==> config.mk <==
export PLATFORM = sky130hd
export DESIGN_NAME = scc_system_config
export DESIGN_NICKNAME = d
export VERILOG_FILES = /design/src/scc_pkg.sv /design/src/scc_unlock.sv /design/src/scc_system_config.sv
export VERILOG_INCLUDE_DIRS = /design/src
export SDC_FILE = /design/constraint.sdc
export NUM_CORES = 1
export LEC_CHECK = 0
export BUFFER_PORTS_ARGS = -buffer_cell sky130_fd_sc_hd__buf_2
export CAP_MARGIN = 30
export CORE_MARGIN = 2
export CORE_UTILIZATION = 52
export CTS_CLUSTER_DIAMETER = 100
export DETAILED_ROUTE_END_ITERATION = 7
export PLACE_DENSITY = 0.77
export SYNTH_ARGS = -nofsm -noshare
export SYNTH_HDL_FRONTEND = slang
export SYNTH_SLANG_ARGS = --single-unit
==> constraint.sdc <==
create_clock -name sys_clk -period 16.8 [get_ports sys_clk]
set_clock_uncertainty 0.15 [all_clocks]
set_input_delay 0.84 -clock sys_clk [delete_from_list [all_inputs] [get_ports sys_clk]]
set_output_delay 0.84 -clock sys_clk [all_outputs]
set_load 0.01 [all_outputs]
==> src/scc_map.svh <==
// offsets, field positions, reset values and key constants for the system config block
`ifndef SCC_MAP_SVH
`define SCC_MAP_SVH
`define SCC_OFF_CFGW3 16'h0bf0
`define SCC_OFF_CFGW2 16'h0bf4
`define SCC_OFF_CFGW1 16'h0bf8
`define SCC_OFF_CFGW0 16'h0bfc
`define SCC_OFF_CTRL 16'hf200
`define SCC_OFF_IDENT 16'hf220
`define SCC_OFF_KEY 16'hf230
`define SCC_OFF_PINSEL 16'hf300
`define SCC_OFF_MODOFF 16'hf310
`define SCC_BIT_PINLOCK 13
`define SCC_BIT_MODLOCK 12
`define SCC_BIT_SCANEN 3
`define SCC_BIT_TWOWIRE_OUT 0
`define SCC_CTRL_ONES 32'h00000006
`define SCC_CTRL_RESET 32'h0000000b
`define SCC_KEY_RESET 32'h00000000
`define SCC_KEY_FIRST 32'haa996655
`define SCC_KEY_SECOND 32'h556699aa
`define SCC_PWP_HI_MASK 32'h00060000
`endif

==> src/scc_pkg.sv <==
// types shared by the system config block
package scc_pkg;
  // unlock tracker states, gray coded along the key path
  typedef enum logic [1:0] {
    SCC_LOCKED = 2'b00,
    SCC_HALF = 2'b01,
    SCC_OPEN = 2'b11
  } scc_unlock_t;
endpackage

==> src/scc_unlock.sv <==
// unlock key sequence tracker for the system config block
`timescale 1ns/1ps
`include "scc_map.svh"
module scc_unlock (
  input wire logic sys_clk,
  input wire logic rst,
  input wire logic clkEn,
  input wire logic keyWrite,
  input wire logic [31:0] keyData,
  output logic unlocked
);
  // -----------------------------------------------
  // key sequence state
  // -----------------------------------------------
  scc_pkg::scc_unlock_t state_reg; // current tracker state
  scc_pkg::scc_unlock_t state_next; // next tracker state

  // RULE_10 key sequence matching
  always_comb begin
    state_next = state_reg;
    if (keyWrite) begin
      case (state_reg)
        scc_pkg::SCC_LOCKED: begin
          state_next = (keyData == `SCC_KEY_FIRST) ? scc_pkg::SCC_HALF : scc_pkg::SCC_LOCKED;
        end
        scc_pkg::SCC_HALF: begin
          state_next = (keyData == `SCC_KEY_SECOND) ? scc_pkg::SCC_OPEN : scc_pkg::SCC_LOCKED;
        end
        default: begin
          // any further key write relocks
          state_next = (keyData == `SCC_KEY_FIRST) ? scc_pkg::SCC_HALF : scc_pkg::SCC_LOCKED;
        end
      endcase
    end
  end

  // state register, frozen while clock enable low
  always_ff @(posedge sys_clk or posedge rst) begin
    if (rst) begin
      state_reg <= scc_pkg::SCC_LOCKED;
    end else if (clkEn) begin
      state_reg <= state_next;
    end
  end

  assign unlocked = (state_reg == scc_pkg::SCC_OPEN);
endmodule

==> src/scc_system_config.sv <==
// system configuration register bank on an ahb-lite slave port
`timescale 1ns/1ps
`include "scc_map.svh"

// What this block does
// RULE_01: pin-select lock blocks pin-select writes
// RULE_02: module-disable lock blocks module-off writes
// RULE_03: scan port enable bit, resets one
// RULE_04: two-wire test-out enable bit, resets one
// RULE_05: bits two and one read one
// RULE_06: other unimplemented bits read zero
// RULE_07: lock bits change only when unlocked
// RULE_08: identity word: revision over device id
// RULE_09: config words read programmed contents; word zero masks SCC_PWP_HI_MASK bits unless big flash
// RULE_10: key sequence grants unlock, mismatch relocks
// RULE_11: identity and config words ignore writes
module scc_system_config (
  input wire logic sys_clk,
  input wire logic rst,
  input wire logic clkEn,
  input wire logic hsel,
  input wire logic [31:0] haddr,
  input wire logic [1:0] htrans,
  input wire logic hwrite,
  input wire logic [2:0] hsize,
  input wire logic [31:0] hwdata,
  input wire logic hready,
  input wire logic [3:0] revisionIn,
  input wire logic [27:0] deviceIdIn,
  input wire logic [31:0] cfgWord0In,
  input wire logic [31:0] cfgWord1In,
  input wire logic [31:0] cfgWord2In,
  input wire logic [31:0] cfgWord3In,
  input wire logic bigFlash,
  output logic [31:0] hrdata,
  output logic hreadyout,
  output logic hresp,
  output logic scanPortEnable,
  output logic twoWireTestOutEnable,
  output logic pinSelectLock,
  output logic moduleDisableLock,
  output logic [31:0] pinSelectRegs,
  output logic [31:0] moduleOffRegs,
  output logic unlockedOut
);
  // -----------------------------------------------
  // pin synchronisers for variant and programmed words
  // -----------------------------------------------
  logic [31:0] idMeta_reg; // first stage, identity
  logic [31:0] idSync_reg; // second stage, identity
  logic [127:0] cfgMeta_reg; // first stage, config words
  logic [127:0] cfgSync_reg; // second stage, config words
  logic flashMeta_reg; // first stage, flash size strap
  logic flashSync_reg; // second stage, flash size strap

  // two flops before any logic sees outside levels
  always_ff @(posedge sys_clk or posedge rst) begin
    if (rst) begin
      idMeta_reg <= 32'h00000000;
      idSync_reg <= 32'h00000000;
      cfgMeta_reg <= {128{1'b0}};
      cfgSync_reg <= {128{1'b0}};
      flashMeta_reg <= 1'b0;
      flashSync_reg <= 1'b0;
    end else if (clkEn) begin
      idMeta_reg <= {revisionIn, deviceIdIn};
      idSync_reg <= idMeta_reg;
      cfgMeta_reg <= {cfgWord3In, cfgWord2In, cfgWord1In, cfgWord0In};
      cfgSync_reg <= cfgMeta_reg;
      flashMeta_reg <= bigFlash;
      flashSync_reg <= flashMeta_reg;
    end
  end

  // -----------------------------------------------
  // ahb address phase capture
  // -----------------------------------------------
  logic addrValid; // a transfer is being offered
  logic wrPend_reg; // data phase of a write
  logic rdPend_reg; // data phase of a read
  logic [15:0] addr_reg; // latched low address

  assign addrValid = hsel && htrans[1] && hready;

  // capture the transfer for its data phase
  always_ff @(posedge sys_clk or posedge rst) begin
    if (rst) begin
      wrPend_reg <= 1'b0;
      rdPend_reg <= 1'b0;
      addr_reg <= 16'h0000;
    end else if (clkEn) begin
      if (hready) begin
        wrPend_reg <= addrValid && hwrite;
        rdPend_reg <= addrValid && !hwrite;
        addr_reg <= haddr[15:0];
      end
    end
  end

  // -----------------------------------------------
  // address decode
  // -----------------------------------------------
  logic hitCtrl; // control register
  logic hitKey; // key register
  logic hitIdent; // identity word
  logic hitPin; // pin-select registers
  logic hitMod; // module-off registers
  logic hitCfg0; // config word zero
  logic hitCfg1; // config word one
  logic hitCfg2; // config word two
  logic hitCfg3; // config word three

  assign hitCtrl = (addr_reg == `SCC_OFF_CTRL);
  assign hitKey = (addr_reg == `SCC_OFF_KEY);
  assign hitIdent = (addr_reg == `SCC_OFF_IDENT);
  assign hitPin = (addr_reg == `SCC_OFF_PINSEL);
  assign hitMod = (addr_reg == `SCC_OFF_MODOFF);
  assign hitCfg0 = (addr_reg == `SCC_OFF_CFGW0);
  assign hitCfg1 = (addr_reg == `SCC_OFF_CFGW1);
  assign hitCfg2 = (addr_reg == `SCC_OFF_CFGW2);
  assign hitCfg3 = (addr_reg == `SCC_OFF_CFGW3);

  // -----------------------------------------------
  // unlock tracker
  // -----------------------------------------------
  logic keyWrite; // key register written this cycle
  logic unlocked; // unlock sequence complete
  logic [31:0] key_reg; // last written key value

  assign keyWrite = wrPend_reg && hitKey;

  // RULE_10 key writes drive the tracker
  scc_unlock u_unlock (
    .sys_clk(sys_clk),
    .rst(rst),
    .clkEn(clkEn),
    .keyWrite(keyWrite),
    .keyData(hwdata),
    .unlocked(unlocked)
  );

  // -----------------------------------------------
  // control register fields
  // -----------------------------------------------
  logic pinLock_reg; // pin-select lock
  logic modLock_reg; // module-disable lock
  logic scanEn_reg; // scan port enable
  logic two_wire_test_out_enable_reg; // two-wire test output enable
  logic ctrlWrite; // control register write strobe
  logic [31:0] ctrlRead; // assembled control word

  assign ctrlWrite = wrPend_reg && hitCtrl;

  // control bits update
  always_ff @(posedge sys_clk or posedge rst) begin
    if (rst) begin
      pinLock_reg <= 1'b0;
      modLock_reg <= 1'b0;
      scanEn_reg <= 1'b1;
      two_wire_test_out_enable_reg <= 1'b1;
    end else if (clkEn && ctrlWrite) begin
      // RULE_07 locks change only once unlocked
      if (unlocked) begin
        pinLock_reg <= hwdata[`SCC_BIT_PINLOCK];
        modLock_reg <= hwdata[`SCC_BIT_MODLOCK];
      end
      // RULE_03 scan port enable written
      scanEn_reg <= hwdata[`SCC_BIT_SCANEN];
      // RULE_04 test out enable written
      two_wire_test_out_enable_reg <= hwdata[`SCC_BIT_TWOWIRE_OUT];
    end
  end

  // RULE_05 fixed ones, RULE_06 zeros elsewhere
  assign ctrlRead = `SCC_CTRL_ONES
    | ({31'h00000000, pinLock_reg} << `SCC_BIT_PINLOCK)
    | ({31'h00000000, modLock_reg} << `SCC_BIT_MODLOCK)
    | ({31'h00000000, scanEn_reg} << `SCC_BIT_SCANEN)
    | ({31'h00000000, two_wire_test_out_enable_reg} << `SCC_BIT_TWOWIRE_OUT);

  // -----------------------------------------------
  // key and guarded peripheral registers
  // -----------------------------------------------
  logic [31:0] pinSel_reg; // pin-select contents
  logic [31:0] modOff_reg; // module-off contents

  // key holding and guarded writes
  always_ff @(posedge sys_clk or posedge rst) begin
    if (rst) begin
      key_reg <= `SCC_KEY_RESET;
      pinSel_reg <= 32'h00000000;
      modOff_reg <= 32'h00000000;
    end else if (clkEn) begin
      if (keyWrite) begin
        key_reg <= hwdata;
      end
      // RULE_01 pin-select writes only while pin-select lock clear
      if (wrPend_reg && hitPin && !pinLock_reg) begin
        pinSel_reg <= hwdata;
      end
      // RULE_02 module-off writes only while module-disable lock clear
      if (wrPend_reg && hitMod && !modLock_reg) begin
        modOff_reg <= hwdata;
      end
    end
  end

  // -----------------------------------------------
  // read mux
  // -----------------------------------------------
  logic [31:0] cfg0View; // config word zero as read
  logic [31:0] readMux; // selected read word

  // RULE_09 upper write-protect bits only on big flash
  assign cfg0View = flashSync_reg ? cfgSync_reg[31:0] : (cfgSync_reg[31:0] & ~`SCC_PWP_HI_MASK);

  // RULE_08 identity word, RULE_11 read-only words
  always_comb begin
    if (hitCtrl) begin
      readMux = ctrlRead;
    end else if (hitIdent) begin
      readMux = idSync_reg;
    end else if (hitKey) begin
      readMux = key_reg;
    end else if (hitPin) begin
      readMux = pinSel_reg;
    end else if (hitMod) begin
      readMux = modOff_reg;
    end else if (hitCfg0) begin
      readMux = cfg0View;
    end else if (hitCfg1) begin
      readMux = cfgSync_reg[63:32];
    end else if (hitCfg2) begin
      readMux = cfgSync_reg[95:64];
    end else if (hitCfg3) begin
      readMux = cfgSync_reg[127:96];
    end else begin
      // unmapped reads as zero
      readMux = 32'h00000000;
    end
  end

  // -----------------------------------------------
  // registered outputs
  // -----------------------------------------------
  // read data, bus status and control levels
  always_ff @(posedge sys_clk or posedge rst) begin
    if (rst) begin
      hrdata <= 32'h00000000;
      hreadyout <= 1'b1;
      hresp <= 1'b0;
      scanPortEnable <= 1'b1;
      twoWireTestOutEnable <= 1'b1;
      pinSelectLock <= 1'b0;
      moduleDisableLock <= 1'b0;
      pinSelectRegs <= 32'h00000000;
      moduleOffRegs <= 32'h00000000;
      unlockedOut <= 1'b0;
    end else if (clkEn) begin
      // read word loaded during the wait state, stands while ready is high again
      hrdata <= (rdPend_reg && !hreadyout) ? readMux : 32'h00000000;
      // one wait state per read so the registered data is valid in its data phase
      hreadyout <= !(addrValid && !hwrite);
      hresp <= 1'b0;
      scanPortEnable <= scanEn_reg;
      twoWireTestOutEnable <= two_wire_test_out_enable_reg;
      pinSelectLock <= pinLock_reg;
      moduleDisableLock <= modLock_reg;
      pinSelectRegs <= pinSel_reg;
      moduleOffRegs <= modOff_reg;
      unlockedOut <= unlocked;
    end
  end
endmodule

==> metrics.yaml, run 1 <==
status:
  outcome: "complete, no violations"
setup_path:
  worstPathRequired_ps: 17110
  slowest_stage: "buf_4"
  start_kind: "input pin"
  crit_buf_inv: 5
  cpMostUsedCell: "buf_4"
  cp_max_fo: 101
  crit_family: "buffers and inverters"
  critical_path.cell_chain: "buf_8 -> buf_4 -> buf_16 -> buf_4 -> buf_4 -> mux2_2"
  cp-end-kind: "flip-flop"
  crit_type: "input pin to flip-flop"
  cp_data_arrival_time_ps: 4190
  max_stage_delay_ps: 860
global_route:
  antenna_found_initial: 13
  grt_pass1_vias: 14089
  grt_max_degree: 190
  track_usage_pct: 23.9
  gr-total-overflow: 0
  grt_pass1_wl_mm: 82.2
cts:
  post_cts_buffers: 0
  cts_made_buffers: 56
  cts_tree: "done"
  root_buffer: "clkbuf_16"
  path_clk_slew_ps: 60
  clockBufferDepth: 3
  clk_latency_ps: 600
  cts_num_sinks: 544
  cts-resized-gates: 0
  htreeDepth: 2
  ctsHoldBuffers: 0
sta:
  finalSetupTns_ps: 0
  period_minus_slack_ps: 3880
  finalMaxSlewViolations: 0
  slew_headroom_pct: 31.6
  layout_setup_ws_ps: 12930
  tightest_slew_ps: 1030
  final_hold_viol_count: 0
  setup_violations: 0
  fmax_ghz: 0.258
  min_period_over_period_pct: 23.1
  rsz0062_at_grt: "no"
yosys:
  syn-cell-area_um2: 22700
  synth_warnings: 0
  ys_seq_area_share_pct: 60.1
  yosysTopAreaCellShare_pct: 59.5
  ys_ff_latch: 544
  synth.net_count: 1726
  ys.flop_type: "dfrtp_1"
  yosysUniqueCellTypes: 49
  yosys.area.top_type: "dfrtp_1"
  async_flop_share_pct: 100
  synthTopCellsByArea: "dfrtp_1 59%, mux2_2 23%, mux4_2 3.0%"
  synth_edf_count: 0
  syn-instance-count: 1490
  avgSynthCellArea_um2: 15.2
power_and_ir_drop:
  combPwrFrac_pct: 10.4
  pwr-share-seq_pct: 48.1
  pwr-share-clk_pct: 41.5
  p_leak_nw: 12.4
  ir_worst_vdd_v: 0.0000832
  power_switching_share_pct: 23.0
  netSwitchingPower_uw: 704
  totalPowerFinal_mw: 3.06
  power.internal_mw: 2.35
  p_per_area_nw_per_um2: 114
cells_and_area:
  syn2layout_area_growth_pct: 18.2
  final_nets: 2032
  drive_above_1_share_pct: 52.9
placed_design:
  port_buffers: 317
  dp_slack_ps: 11970
  hpwl_mm: 36.5
  place_congestion: 0.865
floorplan:
  dieArea_um2: 45300
  die_h_um: 213
  start_util_pct: 52.6
  rows: 76
  core_area_um2: 43100
  ios: 339
  die_w_um: 213
detailed_routing:
  first_pass_iters: 7
  post_drt_wl_per_cell_um: 21.9
  antenna_left: 0
  drt-initial-drc-count: 871
  dr_total_vias: 13559
  routed_via_density: 5.58
  wirelength_mm: 53.3
  drc: 0
hold_path:
  hold_class: "input pin to async pin"
run:
  maxCapViolCount: 0
==> cell usage after synthesis, drive strengths merged, types with 2 or more instances <==
| master | n |
|---|---|
| nor2 | 9 |
| buf | 24 |
| nor4bb | 10 |
| or4b | 2 |
| nor4 | 6 |
| mux2 | 512 |
| clkbuf | 70 |
| mux4 | 30 |
| nand2b | 11 |
| nor4b | 3 |
| nor3b | 2 |
| mux2i | 23 |
| o32ai | 2 |
| a311oi | 2 |
| a2bb2oi | 23 |
| nand2 | 8 |
| inv | 34 |
| and4b | 2 |
| nor3 | 2 |
| o221ai | 2 |
| o22ai | 27 |
| nand4 | 3 |
| dfrtp | 539 |
| a22oi | 7 |
| or4 | 4 |
| nand3b | 2 |
| dfstp | 5 |
| nor2b | 33 |
| a21oi | 15 |
| o21ai | 37 |
| a211oi | 27 |
| nand3 | 5 |
==> worst register-to-register path: cells and delay by family, from the launching register on <==
family	cells	cell delay [ps]
multiplexers	1	400
AND/OR/NAND/NOR	3	2170
buffers and inverters	1	490
flip-flops	1	370
==> metrics by stage <==
step / cells / util, % / hold slack [ps] / area [µm²]
final: 2432 / 62.2 / 298 / 26800
after global routing: 2429 / 62.2 / 302 / 26800
after CTS: 2423 / 62.0 / 280 / 26700
after detailed placement: 2321 / 57.6 / 320 / 24800
after global placement: 2317 / 57.5 / 310 / 24700
after floorplan: 1490 / - / 300 / 22700
==> cells in the final DEF (no fill, tap or decap), types with 3 or more instances in the layout <==
master / n
inv_6: 3
inv_1: 33
nor4_1: 3
nand2_1: 8
nor4b_1: 3
clkbuf_8: 12
mux2i_1: 23
clkbuf_1: 18
a211oi_1: 27
a22oi_1: 7
or4_1: 3
o22ai_1: 27
clkinv_2: 5
mux2_4: 28
nor4_4: 3
nand2b_1: 11
a2bb2oi_1: 23
mux4_2: 30
buf_16: 4
dfrtp_2: 3
nor2_1: 8
buf_2: 316
clkbuf_16: 57
dfrtp_1: 536
dfstp_2: 5
mux2_1: 13
mux2_2: 471
nor4bb_1: 10
nand4_1: 3
nor2b_1: 32
buf_4: 18
a21oi_1: 13
o21ai_0: 37
diode_2: 7
bufinv_16: 6
nand3_1: 5
==> kinds of logic (layout without fill, tap and decap cells) <==
family,after synthesis,count (layout),synth area share (%)
AO/OA/AOI/OAI,146,146,4.29
other,1,8,0.0165
multiplexers,565,565,29.9
AND/OR/NAND/NOR,106,106,3.27
flip-flops,544,544,60.1
buffers and inverters,128,478,2.49
==> final cells by class <==
| cell class | instances | area (µm²) |
|---|---|---|
| Antenna cell | 7 | 17.5 |
| Multi-Input combinational cell | 818 | 8510 |
| Timing Repair Buffer | 342 | 1890 |
| Clock inverter | 15 | 240 |
| Tap cell | 585 | 732 |
| Clock buffer | 87 | 1660 |
| Inverter | 34 | 135 |
| Fill cell | 3211 | 16300 |
| Sequential cell | 544 | 13600 |
==> metal layers <==
| layer | part of all wire [%] | global-route usage [%] | routed length, µm | vias to the layer above |
|---|---|---|---|---|
| met5 | 0.12 | 0 | 65 | - |
| met4 | 3.3 | 9.40 | 1780 | 12 |
| met3 | 5.5 | 4.40 | 2910 | 96 |
| met2 | 45 | 35.9 | 24200 | 392 |
| met1 | 46 | 34.7 | 24400 | 6989 |
| li1 | - | - | - | 6070 |
==> power by group through the flow <==
stage | Clock, mW | Sequential [mW] | Combinational [mW]
6_report | 1.27 | 1.47 | 0.317
5_1_grt | 1.35 | 1.48 | 0.347
4_1_cts | 1.30 | 1.47 | 0.320
3_5_place_dp | 0 | 1.49 | 0.319
3_3_place_gp | 0 | 1.49 | 0.301
2_1_floorplan | 0 | 1.47 | 0.229
==> path summary, 6_finish.rpt <==
kind | slack [ps] | start | depth (start not counted) | end
worst min register to register | 330 | rdPend_reg$_DFFE_PP0P_ | 1 | rdPend_reg$_DFFE_PP0P_
worst min-delay path | 300 | rst | 2 | cfgSync_reg[101]$_DFFE_PP0P_
worst max register to register | 13100 | addr_reg[10]$_DFFE_PP0P_ | 5 | modOff_reg[21]$_DFFE_PP0P_
worst max-delay path | 12930 | clkEn | 6 | cfgSync_reg[119]$_DFFE_PP0P_
max in group asynchronous | 13360 | rst | 6 | idSync_reg[27]$_DFFE_PP0P_
min in group sys_clk | 320 | hwrite | 2 | wrPend_reg$_DFFE_PP0P_
No activity file was read; power rests on OpenSTA's default activity.
==> inputs of run 2 (changes only) <==
==> constraint.sdc (replaced) <==
create_clock -name sys_clk -period 3.26 [get_ports sys_clk]
set_clock_uncertainty 0.15 [all_clocks]
set_input_delay 0.163 -clock sys_clk [delete_from_list [all_inputs] [get_ports sys_clk]]
set_output_delay 0.163 -clock sys_clk [all_outputs]
set_load 0.01 [all_outputs]
==> run 2 against run 1 <==
Cell count increased by 9.8%. Clock power increased to 5.1 times the previous value. Die area unchanged. Critical path depth decreased by 1. Via count increased by 8.1%. Setup slack got worse by 13000 ps. Sequential share of layout area decreased by 4.1 points. Core utilization increased by 5.5 points. Flip-flop and latch count unchanged. Largest power group unchanged.
==> metrics.yaml, run 2 (synthesized netlist as in run 1, its figures left out) <==
cells_and_area:
  final_nets: 2274
  final_util_pct: 67.7
  syn2layout_area_growth_pct: 28.7
  drive_above_1_share_pct: 47.6
  final_common_cell: "dfrtp_1"
  final_cell_area_um2: 29200
  fin_cells: 2671
  n_fill_cell: 2909
  layout_common_cells: "536 x dfrtp_1, 471 x mux2_2, 316 x buf_2"
power_and_ir_drop:
  power.internal_mw: 12.3
  combPwrFrac_pct: 12.1
  pwr-share-clk_pct: 40.6
  ir_worst_vdd_v: 0.000463
  p_leak_nw: 13.4
  power_switching_share_pct: 23.5
  pwr-share-seq_pct: 47.4
  p_per_area_nw_per_um2: 549
  netSwitchingPower_mw: 3.77
floorplan:
  dieArea_um2: 45300
  ios: 339
  start_util_pct: 52.6
  die_h_um: 213
  die_w_um: 213
  core_area_um2: 43100
  rows: 76
cts:
  clk_latency_ps: 600
  clockBufferDepth: 3
  root_buffer: "clkbuf_16"
  cts_made_buffers: 56
  ctsHoldBuffers: 226
  cts_num_sinks: 544
  post_cts_buffers: 0
  cts-resized-gates: 0
  htreeDepth: 2
  path_clk_slew_ps: 60
  cts_tree: "done"
global_route:
  grt_pass1_vias: 15673
  grt_max_degree: 140
  gr-total-overflow: 0
  track_usage_pct: 26.1
  antenna_found_initial: 7
  grt_pass1_wl_mm: 90.3
sta:
  min_period_over_period_pct: 93.8
  final_hold_viol_count: 0
  period_minus_slack_ps: 3060
  slew_headroom_pct: 39.8
  setup_violations: 0
  hold_slack_ps: 85.7
  layout_setup_ws_ps: 202
  finalMaxSlewViolations: 0
  fmax_ghz: 0.327
  tightest_slew_ps: 902
  rsz0062_at_grt: "no"
detailed_routing:
  antenna_left: 0
  routed_via_density: 5.49
  drt-initial-drc-count: 1058
  first_pass_iters: 4
  wirelength_mm: 57.6
  dr_total_vias: 14663
  post_drt_wl_per_cell_um: 21.6
  drc: 0
setup_path:
  crit_family: "simple AND/OR/NAND/NOR gates"
  crit_type: "flip-flop to flip-flop"
  slowest_stage: "or4_1"
  cp-end-kind: "flip-flop"
  crit_buf_inv: 1
  cp_max_fo: 20
  start_kind: "flip-flop"
  critical_path.cell_chain: "or4b_4 -> or4_1 -> nor4_4 -> buf_4 -> mux2_2"
  worstPathRequired_ps: 3590
  cp_data_arrival_time_ps: 3390
  r2r_slack_ps: 200
  max_stage_delay_ps: 750
placed_design:
  port_buffers: 317
  dpl.cell_count: 2339
  place_congestion: 0.862
  hpwl_mm: 37.3
  postPlaceCellArea_um2: 25000
  dp_slack_ps: 261
hold_path:
  hold_class: "input pin to async pin"
status:
  outcome: "complete, no violations"
run:
  maxCapViolCount: 0
==> run 2: final cells by class <==
class / count / area [µm²] / area share (%)
clock buffer: 83 / 1610 / 5.53
sequential: 544 / 13600 / 46.7
tap: 585 / 732 / 2.51
antenna: 4 / 10.0 / 0.0343
inverter: 34 / 131 / 0.450
timing repair buffer: 584 / 4310 / 14.8
multi-input combinational: 818 / 8510 / 29.2
clock inverter: 19 / 248 / 0.849
==> run 2: stage by stage <==
step	TNS (ps)	power [mW]
after floorplan	-2409810	8.78
after global placement	0	9.30
after detailed placement	0	9.38
after CTS	0	16.1
after global routing	0	16.7
final	0	16.0
==> run 2: final timing paths <==
path	startpoint	to	cells past startpoint
worst max register to register	addr_reg[10]$_DFFE_PP0P_	modOff_reg[20]$_DFFE_PP0P_	5
max in group asynchronous	rst	cfgMeta_reg[59]$_DFFE_PP0P_	5
worst min-delay path	rst	cfgMeta_reg[105]$_DFFE_PP0P_	3
min in group sys_clk	cfgWord0In[9]	cfgMeta_reg[9]$_DFFE_PP0P_	3
worst max-delay path	addr_reg[10]$_DFFE_PP0P_	modOff_reg[20]$_DFFE_PP0P_	5
worst min register to register	rdPend_reg$_DFFE_PP0P_	rdPend_reg$_DFFE_PP0P_	1
==> run 2: routing by layer <==
metal	track usage (%)	vias up	wire length (µm)
met5	0	-	0
met4	10.0	0	1920
met3	4.53	115	3160
met2	41.0	445	27300
met1	36.6	7557	25300
li1	-	6546	-
==> run 2: tightest hold or removal path: cells and delay by family <==
family   cells  cell delay, ps
buf+inv      3            1140
==> run 2: power groups by stage <==
| stage | sequential [mW] | clock (mW) | combinational, mW |
|---|---|---|---|
| after global routing | 7.65 | 6.93 | 2.08 |
| after floorplan | 7.59 | 0 | 1.18 |
| after detailed placement | 7.70 | 0 | 1.68 |
| final | 7.59 | 6.50 | 1.93 |
| after global placement | 7.67 | 0 | 1.64 |
| after CTS | 7.58 | 6.63 | 1.92 |
==> inputs of run 3 (changes only) <==
--- a/config.mk
+++ b/config.mk
@@ -9,10 +9,10 @@
 export BUFFER_PORTS_ARGS = -buffer_cell sky130_fd_sc_hd__buf_2
 export CAP_MARGIN = 30
 export CORE_MARGIN = 2
-export CORE_UTILIZATION = 52
+export CORE_UTILIZATION = 57
 export CTS_CLUSTER_DIAMETER = 100
 export DETAILED_ROUTE_END_ITERATION = 7
-export PLACE_DENSITY = 0.77
+export PLACE_DENSITY = 0.8
 export SYNTH_ARGS = -nofsm -noshare
 export SYNTH_HDL_FRONTEND = slang
 export SYNTH_SLANG_ARGS = --single-unit
==> constraint.sdc (replaced) <==
create_clock -name sys_clk -period 3 [get_ports sys_clk]
set_clock_uncertainty 0.15 [all_clocks]
set_input_delay 0.15 -clock sys_clk [delete_from_list [all_inputs] [get_ports sys_clk]]
set_output_delay 0.15 -clock sys_clk [all_outputs]
set_load 0.01 [all_outputs]
==> run 3 against run 2 <==
Flip-flop and latch count is the same. Setup slack worse by 100 ps. Core utilization grew 5.7 points. Register-to-register slack worse by 100 ps. Critical path depth increased by 1. Wire length decreased by 0.33%. Combinational power rose by 8%. Hold slack improved by 73 ps. Sequential share of layout area rose by 0.33 points. Cell count fell by 2.6%. Count of clock-buffer cells in the layout fell by 1. Critical path type unchanged. Critical endpoint is now modOff_reg[3]$_DFFE_PP0P_.
==> metrics.yaml, run 3 (synthesized netlist as in run 1, its figures left out) <==
status:
  outcome: "complete, no violations"
detailed_routing:
  antenna_left: 0
  drc: 0
  wirelength_mm: 57.4
  drt-initial-drc-count: 935
  routed_via_density: 5.64
  post_drt_wl_per_cell_um: 22.1
  first_pass_iters: 5
  dr_total_vias: 14663
floorplan:
  dieArea_um2: 41400
  ios: 339
  die_w_um: 203
  core_area_um2: 39500
  die_h_um: 203
  start_util_pct: 57.5
  rows: 73
placed_design:
  dp_slack_ps: 147
  dpl.cell_count: 2279
  port_buffers: 317
  place_congestion: 0.876
  hpwl_mm: 36.5
setup_path:
  r2r_end: "modOff_reg[3]$_DFFE_PP0P_"
  cp_max_fo: 12
  reg2reg_from: "addr_reg[10]$_DFFE_PP0P_"
  r2r_slack_ps: 100
  crit_type: "flip-flop to flip-flop"
  r2r_cells: 6
  worstPathRequired_ps: 3310
  cp_data_arrival_time_ps: 3210
  cp-end-kind: "flip-flop"
  start_kind: "flip-flop"
power_and_ir_drop:
  power_switching_share_pct: 23.8
  power.internal_mw: 13.1
  pwr-share-clk_pct: 39.8
  ir_worst_vdd_v: 0.000506
  netSwitchingPower_mw: 4.09
  p_leak_nw: 13.4
  pwr-share-seq_pct: 48.0
  combPwrFrac_pct: 12.1
  p_per_area_nw_per_um2: 593
cells_and_area:
  final_nets: 2266
  final_util_pct: 73.4
  layout_common_cells: "536 x dfrtp_1, 471 x mux2_2, 316 x buf_2"
  fin_cells: 2601
  syn2layout_area_growth_pct: 27.8
  final_common_cell: "dfrtp_1"
  drive_above_1_share_pct: 47.8
sta:
  min_period_over_period_pct: 96.7
  layout_setup_ws_ps: 99.4
  rsz0062_at_grt: "no"
  setup_violations: 0
  finalSetupTns_ps: 0
  final_hold_viol_count: 0
  slew_headroom_pct: 33.5
  finalMaxSlewViolations: 0
  period_minus_slack_ps: 2900
  tightest_slew_ps: 998
  fmax_ghz: 0.345
  hold_slack_ps: 159
cts:
  clk_latency_ps: 600
  htreeDepth: 2
  path_clk_slew_ps: 60
  cts_tree: "done"
  post_cts_buffers: 0
  ctsHoldBuffers: 221
  clockBufferDepth: 3
  root_buffer: "clkbuf_16"
  cts-resized-gates: 0
  cts_num_sinks: 544
  cts_made_buffers: 53
hold_path:
  hold_start: "cfgWord2In[11]"
  hold_class: "input pin to flip-flop"
  whs_endpoint: "cfgMeta_reg[75]$_DFFE_PP0P_"
  hold_depth: 3
global_route:
  grt_pass1_vias: 15683
  gr-total-overflow: 0
  grt_pass1_wl_mm: 89.8
  grt_max_degree: 188
  track_usage_pct: 28.2
  antenna_found_initial: 6
run:
  maxCapViolCount: 0
run 3: cell types whose count changed in the layout (fill, tap and decap cells not counted):
cell           previous run  this run
clkbuf_1                 17        14
inv_6                     0         1
buf_4                    29        30
clkinvlp_4                2         3
clkbuf_16                57        55
dlygate4sd3_1           226       221
clkbuf_8                  9        13
bufinv_16                 6         4
buf_12                   11        10
clkinv_4                  0         1
clkinv_2                 12         7
run 3: cell type report:
| cell class | instances | area [µm²] |
|---|---|---|
| clock buffers | 82 | 1610 |
| repair buffers | 579 | 4250 |
| inverters | 34 | 131 |
| clock inverters | 15 | 188 |
| well taps | 525 | 657 |
| multi-input cells | 818 | 8510 |
| fillers | 2445 | 10500 |
| flip-flops and latches | 544 | 13600 |
| diodes | 4 | 10.0 |
run 3: layer usage:
layer	up-vias	routed length, µm	GRT usage (%)
met5	-	13	0
met1	7531	25100	39.5
li1	6515	-	-
met4	2	1980	10.9
met2	496	27100	44.3
met3	119	3230	5.16
run 3: critical path: stages, from the launching register on:
cell     delay [ps]
dfrtp_1         370
or4b_4          550
or4_1           530
buf_4           190
nor4_4          310
buf_4           290
mux2_2          360
run 3: worst max path at each step:
stage / cells after the start / to / start
2_1_floorplan: 1 / addr_reg[0]$_DFFE_PP0P_ / rst
4_1_cts: 6 / modOff_reg[3]$_DFFE_PP0P_ / addr_reg[10]$_DFFE_PP0P_
6_report: 6 / modOff_reg[3]$_DFFE_PP0P_ / addr_reg[10]$_DFFE_PP0P_
3_5_place_dp: 6 / modOff_reg[10]$_DFFE_PP0P_ / addr_reg[10]$_DFFE_PP0P_
3_3_place_gp: 6 / modOff_reg[6]$_DFFE_PP0P_ / addr_reg[10]$_DFFE_PP0P_
5_1_grt: 6 / modOff_reg[3]$_DFFE_PP0P_ / addr_reg[10]$_DFFE_PP0P_
run 3: stage by stage:
| stage | total power, mW | cell area, µm² |
|---|---|---|
| global route | 17.8 | 29000 |
| detailed placement | 10.2 | 25000 |
| finish | 17.2 | 29000 |
| CTS | 17.2 | 29000 |
| floorplan | 9.54 | 22700 |
| global placement | 10.1 | 24900 |
run 3: power by group through the flow:
| stage | registers [mW] | logic [mW] | clock network (mW) |
|---|---|---|---|
| floorplan | 8.25 | 1.29 | 0 |
| global placement | 8.33 | 1.77 | 0 |
| detailed placement | 8.37 | 1.82 | 0 |
| CTS | 8.24 | 2.07 | 6.93 |
| global route | 8.33 | 2.24 | 7.26 |
| finish | 8.26 | 2.09 | 6.85 |
